### config.mk
export PLATFORM = sky130hd
export DESIGN_NAME = vmx_ctrl
export DESIGN_NICKNAME = d
export VERILOG_FILES = /design/src/inc/vmx_pkg.sv /design/src/hw/vmx_ctrl.sv /design/src/hw/vmx_i2c_rx.sv
export SDC_FILE = /design/constraint.sdc
export NUM_CORES = 1
export LEC_CHECK = 0
export BUFFER_PORTS_ARGS = -buffer_cell sky130_fd_sc_hd__buf_4
export CAP_MARGIN = 10
export CORE_MARGIN = 8
export CORE_UTILIZATION = 52
export DETAILED_ROUTE_END_ITERATION = 10
export PLACE_DENSITY = 0.75
export SLEW_MARGIN = 20
export SYNTH_ARGS = -nofsm -noshare
export SYNTH_HDL_FRONTEND = slang
export SYNTH_SLANG_ARGS = --single-unit
### constraint.sdc
create_clock -name i_clk_sys -period 2.33 [get_ports i_clk_sys]
set_clock_uncertainty 0.15 [all_clocks]
set_input_delay 0.233 -clock i_clk_sys [delete_from_list [all_inputs] [get_ports i_clk_sys]]
set_output_delay 0.233 -clock i_clk_sys [all_outputs]
set_load 0.05 [all_outputs]
### src/inc/vmx_pkg.sv
/*
 * vmx_pkg: constants shared by the video matrix control logic.
 * assumes: included before any vmx_* module is compiled.
 */
`default_nettype none
package vmx_pkg;
    // register indices carried in the sub byte
    localparam logic [1:0] VMX_IDX_ROUTE = 2'h0;
    localparam logic [1:0] VMX_IDX_GCA = 2'h1;
    localparam logic [1:0] VMX_IDX_OEN = 2'h2;
    localparam logic [1:0] VMX_IDX_LAST = 2'h2;
    // gain_clamp_aux_ctrl field positions
    localparam int VMX_GCA_GAIN_LSB = 4;
    localparam int VMX_GCA_CLAMP_B = 3;
    localparam int VMX_GCA_CLAMP_A = 2;
    localparam int VMX_GCA_AUX_B = 1;
    localparam int VMX_GCA_AUX_A = 0;
    // output_enable_ctrl: only the low nibble is kept
    localparam int VMX_OEN_W = 4;
    // power-on values
    localparam logic [7:0] VMX_ROUTE_RST = 8'h00;
    localparam logic [7:0] VMX_GCA_RST = 8'h00;
    localparam logic [3:0] VMX_OEN_RST = 4'h0;
    localparam logic [3:0] VMX_CLAMP_RST = 4'h3;
    // edges after reset release before the synchronised straps are trusted
    localparam logic [1:0] VMX_MODE_SETTLE = 2'h2;
    // standalone mode: all outputs driven, all inputs clamped, gain two
    localparam logic [3:0] VMX_SA_OEN = 4'hf;
    localparam logic [3:0] VMX_SA_CLAMP = 4'hf;
    localparam logic [3:0] VMX_SA_GAIN = 4'h0;
    // fixed upper bits of the serial slave address, write bit last; then the bit counts of the ack slot
    localparam logic [3:0] VMX_SLV_HI = 4'h9;
    localparam logic [3:0] VMX_BIT_ACK = 4'h8;
    localparam logic [3:0] VMX_BIT_DONE = 4'h9;
endpackage : vmx_pkg
`default_nettype wire

### src/hw/vmx_ctrl.sv
/*
 * vmx_ctrl: control registers and mode logic of a 4x4 video switch matrix.
 * assumes: straps are static levels; scl/sda come from pins, outside this clock.
 */
`timescale 1ns/10ps
`default_nettype none
module vmx_ctrl
    import vmx_pkg::*;
(
    input wire logic i_clk_sys,
    input wire logic i_reset,
    input wire logic i_scl,
    input wire logic i_sda_in,
    input wire logic i_addr_strap_0,
    input wire logic i_addr_strap_1,
    input wire logic i_addr_strap_2,
    output logic o_sda_out,
    output logic o_sda_oe,
    output logic [7:0] o_input_routing,
    output logic [3:0] o_out_gain_sel,
    output logic [3:0] o_clamp_en,
    output logic [3:0] o_out_drive_en,
    output logic o_aux_logic_out_a,
    output logic o_aux_logic_out_a_oe,
    output logic o_aux_logic_out_b,
    output logic o_aux_logic_out_b_oe,
    output logic o_standalone
);
    logic [2:0] strap_s1_r, strap_s2_r;
    logic mode_valid_r, mode_valid_nxt, standalone_r, standalone_nxt;
    logic scl_s, sda_s, sda_oe_c, sub_v, dat_v;
    logic [7:0] rx_byte;
    logic [1:0] idx_r, idx_nxt;
    logic [7:0] route_r, route_nxt, gca_r, gca_nxt;
    logic [3:0] oen_r, oen_nxt;
    logic [7:0] o_route_nxt;
    logic [3:0] o_gain_nxt, o_clamp_nxt, o_en_nxt;
    logic aux_a_oe_nxt, aux_b_oe_nxt;
    logic sda_oe_r, first_r;
    logic [1:0] settle_r, settle_nxt;

    // straps pass two flops, then mode is caught once after reset release
    always_ff @(posedge i_clk_sys or posedge i_reset) begin
        if (i_reset) begin
            strap_s1_r <= 3'h0;
            strap_s2_r <= 3'h0;
        end else begin
            strap_s1_r <= {i_addr_strap_2, i_addr_strap_1, i_addr_strap_0};
            strap_s2_r <= strap_s1_r;
        end
    end

    vmx_i2c_rx u_rx (
        .i_clk_sys(i_clk_sys),
        .i_reset(i_reset),
        .i_scl(i_scl),
        .i_sda_in(i_sda_in),
        .i_enable(mode_valid_r & ~standalone_r),
        .i_addr_lo(strap_s2_r),
        .o_scl_sync(scl_s),
        .o_sda_sync(sda_s),
        .o_sda_oe(sda_oe_c),
        .o_sub_valid(sub_v),
        .o_data_valid(dat_v),
        .o_byte(rx_byte)
    );

    // index select and register writes; standalone never sees pulses
    always_comb begin
        // the strap chain resets to zero, so the mode waits until it has refilled
        settle_nxt = (settle_r == VMX_MODE_SETTLE) ? settle_r : settle_r + 2'h1;
        mode_valid_nxt = mode_valid_r | (settle_r == VMX_MODE_SETTLE);
        standalone_nxt = mode_valid_r ? standalone_r : &strap_s2_r;
        idx_nxt = idx_r;
        route_nxt = route_r;
        gca_nxt = gca_r;
        oen_nxt = oen_r;
        if (sub_v) begin
            idx_nxt = rx_byte[1:0];
        end else if (dat_v) begin
            case (idx_r)
                VMX_IDX_ROUTE: route_nxt = rx_byte;
                VMX_IDX_GCA: gca_nxt = rx_byte;
                VMX_IDX_OEN: oen_nxt = rx_byte[VMX_OEN_W-1:0];
                default: route_nxt = route_r;
            endcase
            // index 3 is not a register: it writes nothing and wraps too
            idx_nxt = (idx_r >= VMX_IDX_LAST) ? VMX_IDX_ROUTE : idx_r + 2'h1;
        end
    end

    always_ff @(posedge i_clk_sys or posedge i_reset) begin
        if (i_reset) begin
            settle_r <= 2'h0;
            mode_valid_r <= 1'b0;
            standalone_r <= 1'b0;
            idx_r <= VMX_IDX_ROUTE;
            route_r <= VMX_ROUTE_RST;
            gca_r <= VMX_GCA_RST;
            oen_r <= VMX_OEN_RST;
        end else begin
            settle_r <= settle_nxt;
            mode_valid_r <= mode_valid_nxt;
            standalone_r <= standalone_nxt;
            idx_r <= idx_nxt;
            route_r <= route_nxt;
            gca_r <= gca_nxt;
            oen_r <= oen_nxt;
        end
    end

    // output stage: every pin-facing signal is a flop, except the open-drain data outputs, which are tied low
    always_comb begin
        if (standalone_r) begin
            for (int j = 0; j < 4; j++) begin
                o_route_nxt[2*j +: 2] = 2'(j) ^ {scl_s, sda_s};
            end
            o_gain_nxt = VMX_SA_GAIN;
            o_clamp_nxt = VMX_SA_CLAMP;
            o_en_nxt = VMX_SA_OEN;
            aux_a_oe_nxt = ~gca_r[VMX_GCA_AUX_A];
            aux_b_oe_nxt = ~gca_r[VMX_GCA_AUX_B];
        end else begin
            o_route_nxt = route_r;
            o_gain_nxt = gca_r[VMX_GCA_GAIN_LSB +: 4];
            // inputs c/d have no clamp control in bus mode and stay biased
            o_clamp_nxt = {2'h0, ~gca_r[VMX_GCA_CLAMP_B], ~gca_r[VMX_GCA_CLAMP_A]};
            o_en_nxt = oen_r;
            aux_a_oe_nxt = ~gca_r[VMX_GCA_AUX_A];
            aux_b_oe_nxt = ~gca_r[VMX_GCA_AUX_B];
        end
    end

    always_ff @(posedge i_clk_sys or posedge i_reset) begin
        if (i_reset) begin
            o_input_routing <= VMX_ROUTE_RST;
            o_out_gain_sel <= VMX_GCA_RST[VMX_GCA_GAIN_LSB +: 4];
            o_clamp_en <= VMX_CLAMP_RST;
            o_out_drive_en <= VMX_OEN_RST;
            o_aux_logic_out_a_oe <= 1'b1;
            o_aux_logic_out_b_oe <= 1'b1;
            o_standalone <= 1'b0;
            sda_oe_r <= 1'b0;
            first_r <= 1'b1;
        end else begin
            o_input_routing <= o_route_nxt;
            o_out_gain_sel <= o_gain_nxt;
            o_clamp_en <= o_clamp_nxt;
            o_out_drive_en <= o_en_nxt;
            o_aux_logic_out_a_oe <= aux_a_oe_nxt;
            o_aux_logic_out_b_oe <= aux_b_oe_nxt;
            o_standalone <= standalone_r;
            sda_oe_r <= sda_oe_c;
            first_r <= 1'b0;
        end
    end

    // open-drain pins only ever pull low
    assign o_sda_out = 1'b0;
    assign o_aux_logic_out_a = 1'b0;
    assign o_aux_logic_out_b = 1'b0;
    assign o_sda_oe = sda_oe_r;
endmodule : vmx_ctrl
`default_nettype wire

### src/hw/vmx_i2c_rx.sv
/*
 * vmx_i2c_rx: write-only two-wire slave receiver, oversampling the bus.
 * assumes: sys clock at least 8x the bus clock; scl/sda arrive asynchronously.
 */
`timescale 1ns/10ps
`default_nettype none
module vmx_i2c_rx
    import vmx_pkg::*;
(
    input wire logic i_clk_sys,
    input wire logic i_reset,
    input wire logic i_scl,
    input wire logic i_sda_in,
    input wire logic i_enable,
    input wire logic [2:0] i_addr_lo,
    output logic o_scl_sync,
    output logic o_sda_sync,
    output logic o_sda_oe,
    output logic o_sub_valid,
    output logic o_data_valid,
    output logic [7:0] o_byte
);
    typedef enum logic [1:0] {
        ST_IDLE = 2'b00,
        ST_ADDR = 2'b01,
        ST_SUB = 2'b10,
        ST_DATA = 2'b11
    } vmx_rx_st_t;

    logic [1:0] scl_ff_r, sda_ff_r;
    logic scl_d_r, sda_d_r;
    vmx_rx_st_t st_r, st_nxt;
    logic [3:0] cnt_r, cnt_nxt;
    logic [7:0] sh_r, sh_nxt;
    logic ack_r, ack_nxt;
    logic sub_v_r, sub_v_nxt, dat_v_r, dat_v_nxt;
    logic scl_rise, scl_fall, start_c, stop_c;

    // first stage feeds only the second stage
    always_ff @(posedge i_clk_sys or posedge i_reset) begin
        if (i_reset) begin
            scl_ff_r <= 2'h3;
            sda_ff_r <= 2'h3;
            scl_d_r <= 1'b1;
            sda_d_r <= 1'b1;
        end else begin
            scl_ff_r <= {scl_ff_r[0], i_scl};
            sda_ff_r <= {sda_ff_r[0], i_sda_in};
            scl_d_r <= scl_ff_r[1];
            sda_d_r <= sda_ff_r[1];
        end
    end

    assign scl_rise = scl_ff_r[1] & ~scl_d_r;
    assign scl_fall = ~scl_ff_r[1] & scl_d_r;
    assign start_c = scl_ff_r[1] & scl_d_r & sda_d_r & ~sda_ff_r[1];
    assign stop_c = scl_ff_r[1] & scl_d_r & ~sda_d_r & sda_ff_r[1];

    always_comb begin
        st_nxt = st_r;
        cnt_nxt = cnt_r;
        sh_nxt = sh_r;
        ack_nxt = ack_r;
        sub_v_nxt = 1'b0;
        dat_v_nxt = 1'b0;
        if (start_c) begin
            st_nxt = i_enable ? ST_ADDR : ST_IDLE;
            cnt_nxt = 4'h0;
            ack_nxt = 1'b0;
        end else if (stop_c) begin
            st_nxt = ST_IDLE;
            ack_nxt = 1'b0;
        end else if (st_r != ST_IDLE) begin
            if (scl_rise && cnt_r < VMX_BIT_ACK) begin
                sh_nxt = {sh_r[6:0], sda_d_r};
                cnt_nxt = cnt_r + 4'h1;
            end else if (scl_rise && cnt_r == VMX_BIT_ACK) begin
                cnt_nxt = VMX_BIT_DONE;
            end else if (scl_fall && cnt_r == VMX_BIT_ACK) begin
                // acknowledge is driven from this fall to the next
                case (st_r)
                    ST_ADDR: begin
                        if (i_enable && sh_r == {VMX_SLV_HI, i_addr_lo, 1'b0}) begin
                            ack_nxt = 1'b1;
                        end else begin
                            st_nxt = ST_IDLE;
                        end
                    end
                    ST_SUB: begin
                        ack_nxt = 1'b1;
                        sub_v_nxt = 1'b1;
                    end
                    default: begin
                        ack_nxt = 1'b1;
                        dat_v_nxt = 1'b1;
                    end
                endcase
            end else if (scl_fall && cnt_r == VMX_BIT_DONE) begin
                ack_nxt = 1'b0;
                cnt_nxt = 4'h0;
                case (st_r)
                    ST_ADDR: st_nxt = ST_SUB;
                    ST_SUB: st_nxt = ST_DATA;
                    default: st_nxt = st_r;
                endcase
            end
        end
    end

    always_ff @(posedge i_clk_sys or posedge i_reset) begin
        if (i_reset) begin
            st_r <= ST_IDLE;
            cnt_r <= 4'h0;
            sh_r <= 8'h00;
            ack_r <= 1'b0;
            sub_v_r <= 1'b0;
            dat_v_r <= 1'b0;
        end else begin
            st_r <= st_nxt;
            cnt_r <= cnt_nxt;
            sh_r <= sh_nxt;
            ack_r <= ack_nxt;
            sub_v_r <= sub_v_nxt;
            dat_v_r <= dat_v_nxt;
        end
    end

    assign o_scl_sync = scl_d_r;
    assign o_sda_sync = sda_d_r;
    assign o_sda_oe = ack_r;
    assign o_sub_valid = sub_v_r;
    assign o_data_valid = dat_v_r;
    assign o_byte = sh_r;
endmodule : vmx_i2c_rx
`default_nettype wire

==> results.cfg <==
[power_and_ir_drop]
internal_power_uw = 2030
ir_drop_uv = 559.2
p_leak_uw = 0.001770
seqPwrFrac_pct = 53.1
clkPwrFrac_pct = 39.1
p_sw_share_pct = 23.35
netSwitchingPower_uw = 618.4
p_per_area_nw_per_um2 = 716.1
p_total_uw = 2649
comb_power_share_pct = 7.8

[layout]
fin_nets = 308
utilization_pct = 63.60
n_antenna_cell = 0
instances_no_fill = 374
drive_gt1_share_pct = 32.11
syn_to_final_growth_pct = 19.82
num-fill-cells = 461

[setup_path]
cp.required_ns = 2.44
worstSetupPathType = flip-flop to flip-flop
critPathMaxStageDelay_ns = 0.39
critPathCapture = u_rx.cnt_r[0]
start_kind = flip-flop
r2r_setup_slack_ns = 0.24
rr_endpoint = u_rx.cnt_r[0]
crit_cells = 7
path_cells = inv_1 > ha_1 > or3b_1 > o311ai_1 > a2bb2oi_1 > a2111o_1 > o21ai_0
crit_buf_inv = 1
cp_top_family = compound AO/OA/AOI/OAI gates
crit_arrival_ns = 2.20
startpoint = u_rx.st_r[0]
reg2reg_from = u_rx.st_r[0]
endpoint_kind = flip-flop
worstRegToRegCells = 7
worstPathMaxFanout = 6
critPathSlowestCell = dfrtp_1

[clocking]
cts.reportedPaths.clkPinSlew_ns = 0.07
cts.htree.levels = 3
cts_sinks = 77
clockBufferDepth = 2
root_buffer = clkbuf_8
numCtsBuffers = 9
cts_tree = done
insertion_delay_ns = 0.34

[logic_synthesis]
yosysTopAreaCell = dfrtp_1
syn_area_um2 = 3087
synth_edf_count = 0
yosysTopAreaCellShare_pct = 54.32
syn_inst = 248
synth-seq-cells = 77
async_flop_share_pct = 100.0
synthTopCellsByArea = dfrtp_1 (54%), dfstp_2 (8.5%), mux2_2 (6.6%), o21ai_0 (4.4%), ha_1 (2.8%)
synth_ff_type = dfrtp_1
netlist_top_cells_count = dfrtp_1 (67), o21ai_0 (27), nand2_1 (23), inv_1 (18), mux2_2 (18)
synth-seq-area-share_pct = 62.83
synth.most_common_cell = dfrtp_1
synth_cell_types = 43
yosysWarningCount = 0
synth.avg_cell_area_um2 = 12.45

[die]
fp.dieH_um = 93.05
start_util_pct = 53.08
die_area_um2 = 8657
coreArea_um2 = 5816
die_w_um = 93.05
io_pins = 34
row_count = 28

[global_routing]
antenna_found_initial = 0
busiest_layer = met2
track_usage_pct = 13.82
grtUsageMet3_pct = 4.327
use_met2_pct = 21.72
grt_pass1_vias = 1948
overflow = 0
use_met1_pct = 16.90
grt_pass1_wl_mm = 9.315
grt_max_degree = 31

[timing]
period_share_pct = 89.65
hold_ws_ns = 0.2014
hold_violations = 0
fmax_mhz = 478.7
timing.final.crit_period_ns = 2.089
slew_viol_final = 0
relSlewSlack_pct = 58.76
tns_ns = 0
grt_setup_unrepaired = no
setup_viol = 0
tightest_slew_ns = 0.6173

[route]
vias = 1861
drt_iter0_markers = 56
drtAntennaViolNets = 0
drt-vias-per-instance = 4.976
first_pass_iters = 4
drc = 0
wire_per_inst_um = 14.23
drt_wl_total_mm = 5.321

[placement]
portBuffers = 30
place_inst = 352
gp_congestion = 0.8493
dp_hpwl_mm = 3.751

[outcome]
status = finished, final reports clean

[hold_path]
min_path_cells = 0
hp-class = flip-flop to flip-flop

[flow_run]
cap_violations = 0
[metal layers]
metal / vias up / wire length (µm)
li1: 924 / -
met1: 898 / 2395
met4: 0 / 68
met5: - / 0
met3: 7 / 273
met2: 32 / 2584
[worst min-delay path by stage]
stage,endpoint,from
after detailed placement,strap_s2_r[2],strap_s1_r[2]
after CTS,strap_s2_r[2],strap_s1_r[2]
after global placement,strap_s2_r[2],strap_s1_r[2]
after floorplan,u_rx.scl_ff_r[0],i_scl
final,strap_s2_r[2],strap_s1_r[2]
after global routing,strap_s2_r[2],strap_s1_r[2]
[power groups by stage]
stage	sequential (µW)	combinational (µW)	clock, µW
after floorplan	1450	121	0
after global placement	1430	195	0
after detailed placement	1430	199	0
after CTS	1410	208	1070
after global routing	1410	227	1120
final	1410	206	1040
[cell usage in the layout (no fill, tap or decap), types with 2 or more instances in the layout]
cell and n:
ha_1 7, nor3_1 3, nand2b_1 4, inv_1 17, mux2_2 18, a21oi_1 2, nand3_1 3, mux2i_1 3
nor4_1 2, or2b_1 2, conb_1 3, nand4_1 2, nor2b_1 4, dfrtp_1 67, clkinvlp_4 2, dfstp_2 10
clkbuf_8 12, or2_2 6, nor2_1 6, nor4bb_1 2, o21ai_0 27, xor2_1 4, nand3b_1 4, nand2_1 23
dlygate4sd3_1 6, buf_4 38
[per-stage QoR]
| stage | worst slack [ns] | instance area [µm²] |
|---|---|---|
| 3_5_place_dp | 0.2571 | 3427 |
| 2_1_floorplan | 0.2950 | 3098 |
| 4_1_cts | 0.2422 | 3699 |
| 5_1_grt | 0.1288 | 3699 |
| 3_3_place_gp | 0.3459 | 3427 |
| 6_report | 0.2411 | 3699 |
[layout make-up]
class | count | area, µm² | area share (%)
flip-flops and latches | 77 | 1939 | 52.44
multi-input cells | 143 | 1017 | 27.50
repair buffers | 45 | 365.4 | 9.878
clock buffers | 13 | 168.9 | 4.567
well taps | 75 | 93.84 | 2.537
inverters | 18 | 71.32 | 1.928
clock inverters | 3 | 42.54 | 1.150
[kinds of logic after synthesis]
logic type / share of synthesized area [%]
adders and majority gates: 2.837
AOI/OAI and AO/OA: 7.216
and+or+nand+nor: 13.09
other: 0.1215
muxes: 8.026
xor gates and xnor gates: 1.419
buffers and inverters: 4.458
DFF: 62.83
[flip-flops by register name (all words and copies together), names as in the netlist, 2 cells and up]
signal	cells
gca_r	8
o_input_routing	8
route_r	8
u_rx.o_byte	8
o_out_drive_en	4
o_out_gain_sel	4
oen_r	4
u_rx.cnt_r	4
o_clamp_en	3
strap_s1_r	3
strap_s2_r	3
idx_r	2
settle_r	2
u_rx.scl_ff_r	2
u_rx.sda_ff_r	2
u_rx.st_r	2
[repair_timing]
action                    in CTS  in global routing
resized for setup              0                  0
hold buffers                   6                  0
hold endpoints to repair      27                  0
buffers inserted               0                  0
Note: power is estimated with default switching activity, not from simulation.
